File: config.mk
export PLATFORM = sky130hd
export DESIGN_NAME = rdi2c_target
export DESIGN_NICKNAME = d
export VERILOG_FILES = /design/src/design/rdi2c_target.v
export VERILOG_INCLUDE_DIRS = /design/src /design/src/design
export SDC_FILE = /design/constraint.sdc
export NUM_CORES = 1
export LEC_CHECK = 0
export BUFFER_PORTS_ARGS = -buffer_cell sky130_fd_sc_hd__buf_2
export CAP_MARGIN = 10
export CORE_MARGIN = 2
export CORE_UTILIZATION = 36
export CTS_BUF_LIST = sky130_fd_sc_hd__clkbuf_8
export DETAILED_ROUTE_END_ITERATION = 10
export PLACE_DENSITY = 0.65
export SLEW_MARGIN = 5
export SYNTH_ARGS = -nofsm -noshare
export SYNTH_HDL_FRONTEND = slang
export SYNTH_SLANG_ARGS = --single-unit
File: constraint.sdc
create_clock -name clk -period 4.1 [get_ports clk]
set_input_delay 0.205 -clock clk [delete_from_list [all_inputs] [get_ports clk]]
set_output_delay 0.205 -clock clk [all_outputs]
set_load 0.02 [all_outputs]
File: src/design/rdi2c_defines.vh
// Constants for the redriver I2C configuration target
`ifndef RDI2C_DEFINES_VH
`define RDI2C_DEFINES_VH
`define RDI2C_OFS_GENERAL 8'h0a
`define RDI2C_OFS_TXEQ 8'h0b
`define RDI2C_OFS_DP01EQ 8'h10
`define RDI2C_OFS_DP23EQ 8'h11
`define RDI2C_OFS_AEQ_CTRL 8'h1c
`define RDI2C_OFS_AEQ_THR 8'h1d
`define RDI2C_OFS_LONG_EQ 8'h1e
`define RDI2C_OFS_SHORT_EQ 8'h20
`define RDI2C_OFS_UPRX_EQ 8'h21
`define RDI2C_OFS_SWING 8'h32
`define RDI2C_RST_GENERAL 8'h01
`define RDI2C_RST_OTHER 8'h00
`define RDI2C_GEN_LIMIT_BIT 7
`define RDI2C_GEN_EQSEL_BIT 4
`define RDI2C_GEN_FLIP_BIT 2
`define RDI2C_AEQ_FAST 8'h81
`define RDI2C_AEQ_FULL 8'h83
`define RDI2C_STRAP_0 2'h0
`define RDI2C_STRAP_R 2'h1
`define RDI2C_STRAP_F 2'h2
`define RDI2C_STRAP_1 2'h3
`endif

File: src/design/rdi2c_target.v
// I2C configuration target with register file for the redriver crosspoint switch
//
// Overview of operation
// - Any mode value may be written to the mode field at any time.
// - Address byte with write flag is acknowledged when it matches.
// - First byte after a write address is the register pointer, acknowledged.
// - Further write bytes are acknowledged and stored at mapped offsets; stop ends the transfer.
// - Reads start at zero after reset, else one past the last byte read or written, or at a pointer-only write.
// - Master ACK sends next byte; NACK releases data and waits for stop.
// - Repeated start after pointer write reads from that pointer.
// - Pointer-only write sets the read start without changing registers.
// - Pointer increments after every read byte, acknowledged or not.
// - General register decodes mode, flip and limited-redriver bit.
// - Adaptive control values select fast or full adaptation.
// - Threshold register holds the fast-adaptation eye-height limit.
// - Pre-shoot/de-emphasis register feeds its output only in limited-redriver mode; swing register feeds output_swing always.
// - Equalizer registers used only while override bit is set; else straps.
// - General bit 2 selects connector orientation.
`timescale 1ns/1ps
`include "rdi2c_defines.vh"
module rdi2c_target (
  input wire clk, // 100 MHz system clock
  input wire reset_n, // Synchronous reset, active low
  input wire scl_in, // I2C clock pin level
  input wire sda_in, // I2C data pin level
  output reg sda_out, // Data pin drive value, always low
  output reg sda_oe, // Data pin drive enable, high pulls low
  input wire [1:0] addr_strap_high, // Four-level address strap, 0/R/F/1
  input wire [1:0] addr_strap_low, // Four-level address strap, 0/R/F/1
  input wire [7:0] strap_dp_eq, // Pin-sampled DP equalizer setting
  input wire [7:0] strap_usb_eq, // Pin-sampled USB-C receiver equalizer
  input wire [7:0] strap_uprx_eq, // Pin-sampled upstream receive equalizer
  output reg [1:0] mux_mode_select, // Mode field, 0 disables switch
  output reg flip_orient, // 1 flipped orientation
  output reg limited_redriver, // Limited redriver on upstream transmitter
  output reg [7:0] dp01_eq_out, // Equalizer in use, DP lanes 0 and 1
  output reg [7:0] dp23_eq_out, // Equalizer in use, DP lanes 2 and 3
  output reg [7:0] short_eq_out, // Equalizer in use, short channel
  output reg [7:0] long_eq_out, // Equalizer in use, long channel
  output reg [7:0] uprx_eq_out, // Equalizer in use, upstream receive lane
  output reg aeq_fast_en, // Fast adaptation enabled
  output reg aeq_full_en, // Full adaptation enabled
  output reg [7:0] fast_adapt_threshold_field, // Eye-height threshold
  output reg [7:0] tx_preshoot_deemph, // Pre-shoot and de-emphasis setting
  output reg [7:0] output_swing // Output swing control
);
  localparam S_IDLE = 3'd0;
  localparam S_ADDR = 3'd1;
  localparam S_WRITE = 3'd2;
  localparam S_READ = 3'd3;
  localparam S_RACK = 3'd4;
  localparam S_WAIT = 3'd5;
  // Start seen; the SCL fall that closes the start is not a data bit
  localparam S_START = 3'd6;

  // Register index 0..9, 4'hf for unmapped offsets
  function [3:0] reg_index;
    input [7:0] ofs;
    begin
      case (ofs)
        `RDI2C_OFS_GENERAL: reg_index = 4'h0;
        `RDI2C_OFS_TXEQ: reg_index = 4'h1;
        `RDI2C_OFS_DP01EQ: reg_index = 4'h2;
        `RDI2C_OFS_DP23EQ: reg_index = 4'h3;
        `RDI2C_OFS_AEQ_CTRL: reg_index = 4'h4;
        `RDI2C_OFS_AEQ_THR: reg_index = 4'h5;
        `RDI2C_OFS_LONG_EQ: reg_index = 4'h6;
        `RDI2C_OFS_SHORT_EQ: reg_index = 4'h7;
        `RDI2C_OFS_UPRX_EQ: reg_index = 4'h8;
        `RDI2C_OFS_SWING: reg_index = 4'h9;
        default: reg_index = 4'hf;
      endcase
    end
  endfunction

  // Upper five address bits for one level of the high address strap
  function [4:0] strap_hi_bits;
    input [1:0] lvl;
    begin
      case (lvl)
        `RDI2C_STRAP_0: strap_hi_bits = 5'b10001;
        `RDI2C_STRAP_R: strap_hi_bits = 5'b01000;
        `RDI2C_STRAP_F: strap_hi_bits = 5'b00100;
        default: strap_hi_bits = 5'b00011;
      endcase
    end
  endfunction

  reg [7:0] regs_q [0:9];
  reg [1:0] scl_s_q, sda_s_q;
  reg scl_q, sda_q;
  reg [2:0] state_q;
  reg [2:0] bit_q;
  reg [7:0] shift_q;
  reg [7:0] ptr_q;
  reg ptr_loaded_q;
  reg ack_phase_q;
  reg [6:0] my_addr_q;
  reg [7:0] rd_byte;
  reg [4:0] hi5;
  reg [3:0] ridx;
  // Strap pins: high strap, low strap, DP, USB-C and upstream equalizer levels
  reg [27:0] strap_s1_q;
  reg [27:0] strap_s2_q;
  integer i;

  wire [1:0] strap_hi_sync = strap_s2_q[27:26];
  wire [1:0] strap_lo_sync = strap_s2_q[25:24];
  wire [7:0] strap_dp_sync = strap_s2_q[23:16];
  wire [7:0] strap_usb_sync = strap_s2_q[15:8];
  wire [7:0] strap_uprx_sync = strap_s2_q[7:0];

  wire scl_rise = ~scl_q & scl_s_q[1];
  wire scl_fall = scl_q & ~scl_s_q[1];
  wire start_cond = scl_s_q[1] & scl_q & sda_q & ~sda_s_q[1];
  wire stop_cond = scl_s_q[1] & scl_q & ~sda_q & sda_s_q[1];
  wire [7:0] shift_in = {shift_q[6:0], sda_s_q[1]};
  wire eq_sel = regs_q[0][`RDI2C_GEN_EQSEL_BIT];

  always @* begin
    ridx = reg_index(ptr_q);
    rd_byte = (ridx == 4'hf) ? 8'h00 : regs_q[ridx];
    hi5 = strap_hi_bits(strap_hi_sync);
  end

  // Straps are pins too; they pass two flip-flops like SCL and SDA
  always @(posedge clk) begin
    if (!reset_n) begin
      strap_s1_q <= 28'h0000000;
      strap_s2_q <= 28'h0000000;
    end else begin
      strap_s1_q <= {addr_strap_high, addr_strap_low, strap_dp_eq, strap_usb_eq, strap_uprx_eq};
      strap_s2_q <= strap_s1_q;
    end
  end

  // Pins pass two flip-flops before use
  always @(posedge clk) begin
    if (!reset_n) begin
      scl_s_q <= 2'b11;
      sda_s_q <= 2'b11;
      scl_q <= 1'b1;
      sda_q <= 1'b1;
    end else begin
      scl_s_q <= {scl_s_q[0], scl_in};
      sda_s_q <= {sda_s_q[0], sda_in};
      scl_q <= scl_s_q[1];
      sda_q <= sda_s_q[1];
    end
  end

  // Straps are re-read each clock; the address only matters at an address byte
  always @(posedge clk) begin
    if (!reset_n)
      my_addr_q <= 7'h00;
    else
      my_addr_q <= {hi5, strap_lo_sync};
  end

  always @(posedge clk) begin
    if (!reset_n) begin
      state_q <= S_IDLE;
      bit_q <= 3'd0;
      shift_q <= 8'h00;
      ptr_q <= 8'h00;
      ptr_loaded_q <= 1'b0;
      ack_phase_q <= 1'b0;
      sda_out <= 1'b0;
      sda_oe <= 1'b0;
      regs_q[0] <= `RDI2C_RST_GENERAL;
      for (i = 1; i < 10; i = i + 1)
        regs_q[i] <= `RDI2C_RST_OTHER;
    end else if (start_cond) begin
      // Repeated start keeps the pointer for the read that follows
      state_q <= S_START;
      bit_q <= 3'd0;
      ack_phase_q <= 1'b0;
      sda_oe <= 1'b0;
    end else if (stop_cond) begin
      state_q <= S_IDLE;
      sda_oe <= 1'b0;
    end else if (scl_rise && !ack_phase_q) begin
      if (state_q == S_ADDR || state_q == S_WRITE)
        shift_q <= shift_in;
      if (state_q == S_RACK) begin
        if (sda_s_q[1]) begin
          state_q <= S_WAIT;
        end else begin
          // Master acknowledged; the next byte starts at the coming SCL fall
          ack_phase_q <= 1'b1;
        end
      end
    end else if (scl_fall) begin
      case (state_q)
        S_START: begin
          state_q <= S_ADDR;
          bit_q <= 3'd0;
        end
        S_ADDR: begin
          if (ack_phase_q) begin
            ack_phase_q <= 1'b0;
            sda_oe <= 1'b0;
            bit_q <= 3'd0;
            if (shift_q[0]) begin
              state_q <= S_READ;
              sda_oe <= ~rd_byte[7];
              shift_q <= {rd_byte[6:0], 1'b1};
            end else begin
              state_q <= S_WRITE;
              ptr_loaded_q <= 1'b0;
            end
          end else if (bit_q == 3'd7) begin
            if (shift_q[7:1] == my_addr_q) begin
              ack_phase_q <= 1'b1;
              sda_oe <= 1'b1;
            end else begin
              state_q <= S_WAIT;
            end
          end else begin
            bit_q <= bit_q + 3'd1;
          end
        end
        S_WRITE: begin
          if (ack_phase_q) begin
            ack_phase_q <= 1'b0;
            sda_oe <= 1'b0;
            bit_q <= 3'd0;
          end else if (bit_q == 3'd7) begin
            ack_phase_q <= 1'b1;
            sda_oe <= 1'b1;
            if (!ptr_loaded_q) begin
              ptr_q <= shift_q;
              ptr_loaded_q <= 1'b1;
            end else begin
              if (ridx != 4'hf)
                regs_q[ridx] <= shift_q;
              ptr_q <= ptr_q + 8'h01;
            end
          end else begin
            bit_q <= bit_q + 3'd1;
          end
        end
        S_READ: begin
          if (bit_q == 3'd7) begin
            // Release for the master's acknowledge bit
            sda_oe <= 1'b0;
            state_q <= S_RACK;
            ptr_q <= ptr_q + 8'h01;
            bit_q <= 3'd0;
          end else begin
            sda_oe <= ~shift_q[7];
            shift_q <= {shift_q[6:0], 1'b1};
            bit_q <= bit_q + 3'd1;
          end
        end
        S_RACK: begin
          // Pointer already advanced at the end of the previous byte
          if (ack_phase_q) begin
            ack_phase_q <= 1'b0;
            state_q <= S_READ;
            bit_q <= 3'd0;
            sda_oe <= ~rd_byte[7];
            shift_q <= {rd_byte[6:0], 1'b1};
          end else begin
            sda_oe <= 1'b0;
          end
        end
        default: begin
          sda_oe <= 1'b0;
        end
      endcase
    end
  end

  // Register fields drive the switch; straps steer equalizers unless overridden
  always @(posedge clk) begin
    if (!reset_n) begin
      mux_mode_select <= 2'b01;
      flip_orient <= 1'b0;
      limited_redriver <= 1'b0;
      dp01_eq_out <= 8'h00;
      dp23_eq_out <= 8'h00;
      short_eq_out <= 8'h00;
      long_eq_out <= 8'h00;
      uprx_eq_out <= 8'h00;
      aeq_fast_en <= 1'b0;
      aeq_full_en <= 1'b0;
      fast_adapt_threshold_field <= 8'h00;
      tx_preshoot_deemph <= 8'h00;
      output_swing <= 8'h00;
    end else begin
      mux_mode_select <= regs_q[0][1:0];
      flip_orient <= regs_q[0][`RDI2C_GEN_FLIP_BIT];
      limited_redriver <= regs_q[0][`RDI2C_GEN_LIMIT_BIT];
      dp01_eq_out <= eq_sel ? regs_q[2] : strap_dp_sync;
      dp23_eq_out <= eq_sel ? regs_q[3] : strap_dp_sync;
      long_eq_out <= eq_sel ? regs_q[6] : strap_usb_sync;
      short_eq_out <= eq_sel ? regs_q[7] : strap_usb_sync;
      uprx_eq_out <= eq_sel ? regs_q[8] : strap_uprx_sync;
      aeq_fast_en <= (regs_q[4] == `RDI2C_AEQ_FAST);
      aeq_full_en <= (regs_q[4] == `RDI2C_AEQ_FULL);
      fast_adapt_threshold_field <= regs_q[5];
      tx_preshoot_deemph <= regs_q[0][`RDI2C_GEN_LIMIT_BIT] ? regs_q[1] : 8'h00;
      output_swing <= regs_q[9];
    end
  end
endmodule // rdi2c_target

==> results by group, run 1 <==
Timing
  • Post-layout min period: about 3600 ps
  • Setup Skew: 36.9 ps
  • Slew headroom: 0.441
  • Final setup viols: 0
  • Hold Vio Cnt, Final: 0
  • Fin. max-slew vios: 0
  • RSZ-0062 raised after global routing: false
  • Fmax: roughly 280 MHz
  • Tcrit/Tclk final: 0.869
  • Worst Tran Pin Value: roughly 840 ps
  • Setup TNS: 0 ps

Finish
  • Filler cell count: about 2600
  • Diode count: 0
  • Layout cells sized above 1: 0.178
  • Largest regs: regs_q (80), strap_s1_q (28), strap_s2_q (28)
  • Biggest register: regs_q
  • Final core utilization: 0.440
  • Final-stage net count: roughly 1100
  • Fin cells: 1461
  • Largest register FFs: 80
  • Area grow syn2layout: 20.3%

Synthesis
  • Ys flop type: dfxtp_1
  • Mean Syn Cell Area: 10.2 µm²
  • Post-synth top area share: 0.334
  • Synth warn: 0
  • Sequential area share after synthesis: 0.579
  • Dominant cell type by area after synthesis: dfxtp_1
  • Top cells by area, synth: dfxtp_1 (33%), edfxtp_1 (24%), and2_1 (5.3%)
  • Synth Instances: ~960
  • Number of flops mapped to enable cells by yosys: 80
  • FF+latch count, synth: approximately 240
  • Distinct cells, synth: between 70 and 80
  • Syn_nets: 1003
  • Share of flip-flops with an asynchronous set or reset: 0
  • Synth Cell Area: 0.00982 mm²

Placed design
  • HPWL reported at the end of detailed placement: 17100 µm
  • Routability cong.: 0.964
  • Placed cell count: approximately 1400
  • # port buffers: 102

Clocking
  • CTS tree: yes
  • Root Driver: clkbuf_8
  • Clock sinks: about 240
  • Post-CTS sizing: 0
  • Skew-Pair Late Insertion Delay: 560 ps
  • CTS H-tree lvls: 2
  • Setup Buffers After CTS: 0
  • Max clock buf depth: 3
  • CTS Buf Count: 41
  • Reg clk slew, reported paths: about 60 ps

Setup path
  • CP Launch Type: flip-flop
  • Arrival time worst endpoint: approximately 3800 ps
  • CP Class: reg -> reg
  • Worst r2r dst: regs_q[3][0]$_SDFFCE_PN0P_
  • Worst-case reg-to-reg path depth: 7
  • CP Data Required Time: 4310 ps
  • Crit path capture type: flip-flop
  • Crit-path max FO: 15
  • R2r startpoint: ptr_q[4]$_SDFFE_PN0P_
  • Reg2reg setup slack: 540 ps

Min path
  • Hold Path Class: in -> reg
  • Hold EP: mux_mode_select[0]$_SDFF_PN1_
  • Hold Crit Depth: 2
  • Min-delay src: reset_n

Pwr
  • Register share of total power: 0.505
  • Switching power: 0.00120 W
  • Peak supply drop: approximately 0.3 mV
  • Total power: 0.00526 W
  • Pwr dens: 445 mW/mm²
  • Combinational group share of total power: 0.050
  • Clk pwr share: 0.445
  • Leak: about 4.7 nW
  • Pint: 0.00407 W
  • Switch share: 0.228

Global routing
  • Gr busiest metal: met2
  • Largest net degree at the start of global routing: 101
  • Overall global routing resource usage: 0.180
  • First-pass GRT wire length: roughly 40000 µm
  • Vias in the first global route: ~7300
  • Met2 usage: 0.277
  • Met3 GRT Util: 0.0382
  • Met1 usage: 0.251
  • Grt ovf: 0
  • Initial antenna violation count: 0

Die
  • Core Box Area: around 0.027 mm²
  • Ports: 104
  • Rows: 60
  • Die height: around 170 µm
  • Area of the die: approximately 0.029 mm²
  • Die Span X: 169 µm
  • Initial Util: 0.365

Outcome
  • Run status: finished clean

Drt
  • DRT iter0 DRCs: 596
  • DRC viols: 0
  • ANT nets after route: 0
  • Vias: around 7600
  • Total iterations of the first detailed-routing run: 5
  • Via/cell ratio: ~5.2
  • Drt total wl: around 26000 µm
  • Mean routed wirelength per cell: 17.7 µm

Job
  • Max-cap viol count: 0
==> placed cells by master, fill, tap and decap left out, types with 4 or more instances in the layout <==
cell and n:
nand2b_1 31, nand2_1 100, and2_1 83, nand4_1 4
a21oi_1 50, clkbuf_8 53, dlygate4sd3_1 30, a221oi_1 15
o21a_1 5, mux2_2 5, mux2_1 4, nor3_1 8
xor2_1 7, a211oi_1 5, clkinv_2 5, nor4_1 6
a32o_1 5, ha_1 10, o211ai_1 4, o21ai_0 35
or3_1 7, a22oi_1 4, inv_1 27, buf_4 11
and3_1 24, buf_2 102, nor2b_1 11, o31ai_1 5
mux2i_1 20, nand3_1 22, dfxtp_1 164, o221ai_1 4
nor2_1 103, edfxtp_1 80
==> power by group through the flow <==
stage                     combinational [W]  sequential, W  clock [W]
after floorplan                    0.000121        0.00272          0
after global placement             0.000238        0.00271          0
after detailed placement           0.000241        0.00271          0
after CTS                          0.000265        0.00266    0.00239
after global routing               0.000288        0.00267    0.00252
final                              0.000263        0.00266    0.00234
==> cells by family (layout without fill, tap and decap cells) <==
| family | after synthesis | count (layout) | synth area share |
|---|---|---|---|
| DFF | 244 | 244 | 0.579 |
| muxes | 29 | 29 | 0.0307 |
| adders and majority gates | 10 | 10 | 0.0127 |
| xor gates and xnor gates | 8 | 8 | 0.00713 |
| buffers and inverters | 76 | 235 | 0.0315 |
| other | 1 | 1 | 0.000382 |
| AOI/OAI and AO/OA | 174 | 174 | 0.122 |
| and+or+nand+nor | 419 | 419 | 0.217 |
==> Yosys cell counts (all sizes together) (7+ instances only) <==
master / instances
a221oi: 15
mux2: 9
mux2i: 20
nand2: 100
or3: 7
nor3: 9
nand2b: 31
clkbuf: 44
xor2: 7
and2: 83
nand3: 24
o21ai: 37
dfxtp: 164
buf: 14
nor2b: 11
edfxtp: 80
ha: 10
inv: 18
a21oi: 53
nor2: 103
and3: 24
nor4: 8
==> worst max-delay path by stage <==
stage,from,endpoint,slack (ps),cells past startpoint
after global placement,ptr_q[4]$_SDFFE_PN0P_,regs_q[3][3]$_SDFFCE_PN0P_,690,7
after detailed placement,ptr_q[4]$_SDFFE_PN0P_,regs_q[3][3]$_SDFFCE_PN0P_,640,7
final,ptr_q[4]$_SDFFE_PN0P_,regs_q[3][0]$_SDFFCE_PN0P_,540,7
after floorplan,ptr_q[0]$_SDFFE_PN0P_,regs_q[5][0]$_SDFFCE_PN0P_,1060,12
after CTS,ptr_q[4]$_SDFFE_PN0P_,regs_q[3][0]$_SDFFCE_PN0P_,630,7
after global routing,ptr_q[1]$_SDFFE_PN0P_,regs_q[1][5]$_SDFFCE_PN0P_,320,9
==> area by class of cell <==
| cell class | instances | area [µm²] | area share |
|---|---|---|---|
| Sequential cell | 244 | 5690 | 0.481 |
| Multi-Input combinational cell | 641 | 3840 | 0.325 |
| Timing Repair Buffer | 143 | 893 | 0.0756 |
| Clock buffer | 53 | 729 | 0.0617 |
| Tap cell | 341 | 427 | 0.0361 |
| Clock inverter | 21 | 180 | 0.0152 |
| Inverter | 18 | 67.6 | 0.00572 |
==> worst max-delay path: stages, from the launching register on <==
cell	delay (ps)
dfxtp_1	550
or3b_1	450
nor4_1	510
or3_1	410
o21ai_4	100
a21oi_4	430
nand3_1	370
nand2_1	410
==> through the flow <==
step                area (µm²)  hold slack (ps)  setup WS, ps
floorplan                 9820              306          1060
global placement         10600              389           695
detailed placement       10600              395           636
CTS                      11800             34.5           629
global route             11800             46.1           318
finish                   11800             70.1           536
==> timing repair <==
action                                 CTS  global route
hold buffers                            30             0
endpoints found under the hold margin   30             0
setup endpoints to repair                0             0
==> layer usage <==
| metal | wire length, µm | part of all wire |
|---|---|---|
| met4 | 607 | 0.023 |
| met1 | 11600 | 0.45 |
| met5 | 0 | 0 |
| met3 | 2150 | 0.083 |
| met2 | 11500 | 0.44 |
No activity file was read; power rests on OpenSTA's default activity.
==> run 2: changes to the inputs <==
--- a/config.mk
+++ b/config.mk
@@ -9,10 +9,10 @@
 export BUFFER_PORTS_ARGS = -buffer_cell sky130_fd_sc_hd__buf_2
 export CAP_MARGIN = 10
 export CORE_MARGIN = 2
-export CORE_UTILIZATION = 36
+export CORE_UTILIZATION = 35
 export CTS_BUF_LIST = sky130_fd_sc_hd__clkbuf_8
 export DETAILED_ROUTE_END_ITERATION = 10
-export PLACE_DENSITY = 0.65
+export PLACE_DENSITY = 0.64
 export SLEW_MARGIN = 5
 export SYNTH_ARGS = -nofsm -noshare
 export SYNTH_HDL_FRONTEND = slang
==> results by group, run 2 (same netlist as run 1, synthesis figures left out) <==
Global routing
  • Largest net degree at the start of global routing: between 90 and 100
  • Vias in the first global route: about 7200
  • First-pass GRT wire length: between 30000 and 40000 µm
  • Overall global routing resource usage: 0.173
  • Grt ovf: 0
  • Initial antenna violation count: 0

Finish
  • Register Area: between 0.005 and 0.006 mm²
  • Most common cell after layout, fill and taps aside: dfxtp_1
  • Layout cells sized above 1: 0.180
  • Fin cells: about 1500
  • Most frequent cells in the layout: dfxtp_1 (164), nor2_1 (103), buf_2 (102), nand2_1 (100), and2_1 (83)
  • Largest regs: regs_q (80), strap_s1_q (28), strap_s2_q (28)
  • Biggest register: regs_q
  • Area of the multi-input gates: roughly 0.0038 mm²
  • Diode count: 0
  • Largest register FFs: 80
  • Final-stage net count: 1134
  • Area grow syn2layout: 21.0%
  • Filler cell count: 2678

Die
  • Core Box Area: 0.0277 mm²
  • Ports: around 100
  • Die Span X: 172 µm
  • Initial Util: 0.355
  • Area of the die: 0.0294 mm²
  • Die height: about 170 µm
  • Rows: slightly above 60

Placed design
  • Placed cell count: 1396
  • # port buffers: ~100
  • Routability cong.: around 0.96
  • HPWL reported at the end of detailed placement: around 17000 µm

Timing
  • Final setup viols: 0
  • Slew headroom: 0.453
  • Setup Skew: 25.4 ps
  • Fin. max-slew vios: 0
  • RSZ-0062 raised after global routing: false
  • Setup TNS: 0 ps
  • Worst Tran Pin Value: roughly 820 ps
  • Tcrit/Tclk final: 0.893
  • Hold Vio Cnt, Final: 0
  • Fmax: ~270 MHz
  • Post-layout min period: 3660 ps

Clocking
  • Skew-Pair Late Insertion Delay: around 530 ps
  • CTS H-tree lvls: 2
  • CTS tree: yes
  • Clock sinks: 244
  • CTS Buf Count: between 40 and 50
  • Root Driver: clkbuf_8
  • Max clock buf depth: 3
  • Setup Buffers After CTS: 0
  • Reg clk slew, reported paths: ~60 ps

Drt
  • WL met1: between 10000 and 15000 µm
  • ANT nets after route: 0
  • Max layer used: met4
  • DRC viols: 0
  • DRT iter0 DRCs: between 500 and 600
  • Total length of routed met2 wires: roughly 11000 µm
  • Vias: 7547
  • Drt total wl: 25200 µm
  • Mean routed wirelength per cell: between 15 and 20 µm
  • Metal3 WL: slightly above 2000 µm
  • Via/cell ratio: slightly above 5
  • Total iterations of the first detailed-routing run: 5

Setup path
  • Critical path's largest stage delay: ~550 ps
  • CP Class: reg -> reg
  • Buf+Inv Stages, Crit Path: 0
  • Slowest-stage cell, CP: dfxtp_1
  • Critical Path, Cell by Cell: or3b_1 -> nor4_4 -> or3_1 -> o21ai_4 -> a21oi_4 -> nand3_1 -> nand2_1
  • Family with the most delay on the worst path: simple AND/OR/NAND/NOR gates
  • Crit path capture type: flip-flop
  • Crit-path max FO: 15
  • Arrival time worst endpoint: between 3000 and 4000 ps
  • CP Launch Type: flip-flop
  • CP Data Required Time: about 4300 ps

Min path
  • Hold Path Class: reg -> reg

Outcome
  • Run status: finished clean

Pwr
  • Peak supply drop: around 0.28 mV
  • Pwr dens: 441 mW/mm²
  • Leak: approximately 4.8 nW

Job
  • Max-cap viol count: 0
==> run 2: repair_timing <==
item	4_1_cts	5_1_grt
gates resized for setup	0	0
hold endpoints to repair	32	0
hold buffers	31	0
==> run 2: where the power goes <==
part           switching, W  total (W)  internal [W]
registers         0.0000566    0.00266       0.00260
logic              0.000155   0.000264      0.000109
clock network      0.000968    0.00232       0.00135
total               0.00118    0.00524       0.00406
==> run 2: layer usage <==
metal	up-vias	GRT usage
li1	3619	-
met1	3531	0.240
met2	328	0.265
met3	69	0.0338
met4	0	0.0693
met5	-	0
==> run 2: cell type report <==
cell class	instances	share of cell area
Multi-Input combinational cell	641	0.323
Clock buffer	49	0.0568
Sequential cell	244	0.479
Inverter	18	0.00569
Tap cell	378	0.0398
Clock inverter	25	0.0189
Timing Repair Buffer	146	0.0773
==> run 2: through the flow <==
step | instance area (µm²) | hold slack [ps] | total power [W] | setup WS [ps] | utilization
2_1_floorplan | 9820 | 306 | 0.00284 | 1060 | -
4_1_cts | 11900 | 386 | 0.00530 | 481 | 0.429
6_report | 11900 | 410 | 0.00524 | 440 | 0.429
5_1_grt | 11900 | 404 | 0.00545 | 161 | 0.429
3_5_place_dp | 10700 | 392 | 0.00295 | 510 | 0.385
3_3_place_gp | 10700 | 388 | 0.00295 | 624 | 0.385
==> run 2: path summary, 6_finish.rpt <==
kind / slack [ps] / depth (start not counted) / start / end
worst max-delay path: 440 / 7 / ptr_q[4]$_SDFFE_PN0P_ / regs_q[3][7]$_SDFFCE_PN0P_
worst min-delay path: 410 / 1 / scl_s_q[0]$_SDFF_PN1_ / scl_s_q[1]$_SDFF_PN1_
worst max register to register: 440 / 7 / ptr_q[4]$_SDFFE_PN0P_ / regs_q[3][7]$_SDFFCE_PN0P_
worst min register to register: 410 / 1 / scl_s_q[0]$_SDFF_PN1_ / scl_s_q[1]$_SDFF_PN1_
==> run 3: changes to the inputs <==
--- a/config.mk
+++ b/config.mk
@@ -12,7 +12,7 @@
 export CORE_UTILIZATION = 35
 export CTS_BUF_LIST = sky130_fd_sc_hd__clkbuf_8
 export DETAILED_ROUTE_END_ITERATION = 10
-export PLACE_DENSITY = 0.64
+export PLACE_DENSITY = 0.66
 export SLEW_MARGIN = 5
 export SYNTH_ARGS = -nofsm -noshare
 export SYNTH_HDL_FRONTEND = slang
==> constraint.sdc (replaced) <==
create_clock -name clk -period 3.32 [get_ports clk]
set_input_delay 0.166 -clock clk [delete_from_list [all_inputs] [get_ports clk]]
set_output_delay 0.166 -clock clk [all_outputs]
set_load 0.02 [all_outputs]
==> results by group, run 3 (same netlist as run 1, synthesis figures left out) <==
Global routing
  • Grt ovf: 0
  • Largest net degree at the start of global routing: 89
  • First-pass GRT wire length: between 40000 and 50000 µm
  • Gr busiest metal: met2
  • Overall global routing resource usage: 0.175
  • Initial antenna violation count: 0
  • Vias in the first global route: between 7000 and 8000
  • Met2 usage: 0.266
  • Met1 usage: 0.246
  • Met3 GRT Util: 0.0347

Drt
  • Mean routed wirelength per cell: ~17 µm
  • DRT iter0 DRCs: 555
  • Total iterations of the first detailed-routing run: 5
  • Via/cell ratio: a little under 5
  • Vias: around 7700
  • Drt total wl: 25700 µm
  • ANT nets after route: 0
  • DRC viols: 0

Clocking
  • CTS Buf Count: 41
  • CTS H-tree lvls: 2
  • Root Driver: clkbuf_8
  • Skew-Pair Late Insertion Delay: 530 ps
  • Reg clk slew, reported paths: roughly 70 ps
  • Clock sinks: 244
  • Max clock buf depth: 3
  • CTS tree: yes

Finish
  • Filler cell count: 2654
  • Largest register FFs: 80
  • Final core utilization: 0.438
  • Area of the multi-input gates: 0.00385 mm²
  • Most common cell after layout, fill and taps aside: dfxtp_1
  • Layout cells sized above 1: 0.204
  • Register Area: between 0.005 and 0.006 mm²
  • Final-stage net count: around 1200
  • Cell area after layout: about 0.012 mm²
  • Largest regs: regs_q (80), strap_s1_q (28), strap_s2_q (28)
  • Area grow syn2layout: 23.6%
  • Diode count: 0
  • Most frequent cells in the layout: dfxtp_1 (164), nor2_1 (103), buf_2 (102), nand2_1 (99), and2_1 (83)
  • Biggest register: regs_q

Die
  • Core Box Area: about 0.028 mm²
  • Die Span X: about 170 µm
  • Ports: around 100
  • Rows: slightly above 60
  • Die height: about 170 µm
  • Initial Util: 0.355
  • Area of the die: 0.0294 mm²

Placed design
  • # port buffers: slightly above 100
  • HPWL reported at the end of detailed placement: between 15000 and 20000 µm
  • Cell area after placement: ~0.011 mm²
  • DP Worst Slack: 182 ps
  • Routability cong.: 0.918

Pwr
  • Switch share: 0.231
  • Leak: 4.91 nW
  • Register share of total power: 0.524
  • Pwr dens: 517 mW/mm²
  • Combinational group share of total power: 0.052
  • Pint: 0.00483 W
  • Switching power: 0.00145 W
  • Clk pwr share: 0.424
  • Peak supply drop: ~0.4 mV

Setup path
  • Crit-path max FO: 8
  • CP Data Required Time: ~3800 ps
  • Arrival time worst endpoint: around 3600 ps
  • CP startpoint: ptr_q[0]$_SDFFE_PN0P_
  • Worst-case reg-to-reg path depth: 10
  • R2r startpoint: ptr_q[0]$_SDFFE_PN0P_
  • CP Class: reg -> reg
  • Crit path capture type: flip-flop
  • CP Launch Type: flip-flop

Min path
  • Hold Crit Depth: 3
  • Hold Path Class: in -> reg
  • Min-delay src: reset_n

Timing
  • Worst Tran Pin Value: about 750 ps
  • Setup Skew: 13.5 ps
  • Setup TNS: 0 ps
  • Fin. max-slew vios: 0
  • Post-layout min period: roughly 3200 ps
  • Final setup viols: 0
  • Tcrit/Tclk final: 0.950
  • RSZ-0062 raised after global routing: false
  • Slew headroom: 0.502
  • Hold Vio Cnt, Final: 0
  • Fmax: approximately 320 MHz
  • Setup ws final: about 170 ps

Outcome
  • Run status: finished clean

Job
  • Max-cap viol count: 0
run 3: cell count changes in the layout (fill, tap and decap cells not counted), moves of 2 or more:
| cell | previous run | this run |
|---|---|---|
| clkinv_2 | 8 | 5 |
| buf_4 | 13 | 49 |
| buf_12 | 0 | 3 |
| bufinv_16 | 4 | 2 |
| clkinv_4 | 2 | 0 |
| inv_1 | 26 | 28 |
| clkinv_1 | 1 | 3 |
run 3: worst paths after layout:
check | endpoint | slack [ps]
worst min-delay path | sda_s_q[1]$_SDFF_PN1_ | 140
worst min register to register | sda_s_q[1]$_SDFF_PN1_ | 410
worst max-delay path | shift_q[6]$_SDFFE_PN0P_ | 170
worst max register to register | shift_q[6]$_SDFFE_PN0P_ | 170
run 3: repair_timing:
action                     in CTS  in global routing
hold endpoints to repair       30                  0
hold buffers                   30                  0
setup endpoints to repair       0                 51
resized for setup               0                  1
setup buffers                   0                  4
run 3: final cells by class:
cell class | instances | share of cell area
repair buffers | 184 | 0.102
inverters | 18 | 0.00557
flip-flops and latches | 244 | 0.468
multi-input cells | 642 | 0.317
clock buffers | 48 | 0.0544
well taps | 378 | 0.0390
clock inverters | 24 | 0.0134
run 3: layer usage:
| layer | part of all wire | vias to the layer above |
|---|---|---|
| met2 | 0.44 | 290 |
| met4 | 0.028 | 0 |
| met3 | 0.072 | 45 |
| met5 | 0 | - |
| met1 | 0.46 | 3621 |
| li1 | - | 3694 |
run 3: critical path, cell delays in order, from the launching register on:
cell	delay, ps
dfxtp_1	420
inv_1	100
ha_1	250
mux2_2	290
and3_1	230
or3_1	570
o21ai_4	230
buf_12	150
mux2_1	320
o221a_2	240
a32o_1	250
run 3: metrics by stage:
stage / total power [W] / cells / hold WS (ps)
after floorplan: 0.00351 / 961 / 267
after global placement: 0.00365 / 1431 / 352
after detailed placement: 0.00365 / 1431 / 356
after CTS: 0.00635 / 1533 / 119
after global routing: 0.00654 / 1538 / 147
final: 0.00627 / 1538 / 144
run 3: power by group through the flow:
stage,Combinational (W),Clock (W),Sequential [W]
6_report,0.000328,0.00266,0.00328
4_1_cts,0.000332,0.00273,0.00328
3_3_place_gp,0.000299,0,0.00335
3_5_place_dp,0.000304,0,0.00335
2_1_floorplan,0.000150,0,0.00336
5_1_grt,0.000362,0.00288,0.00329
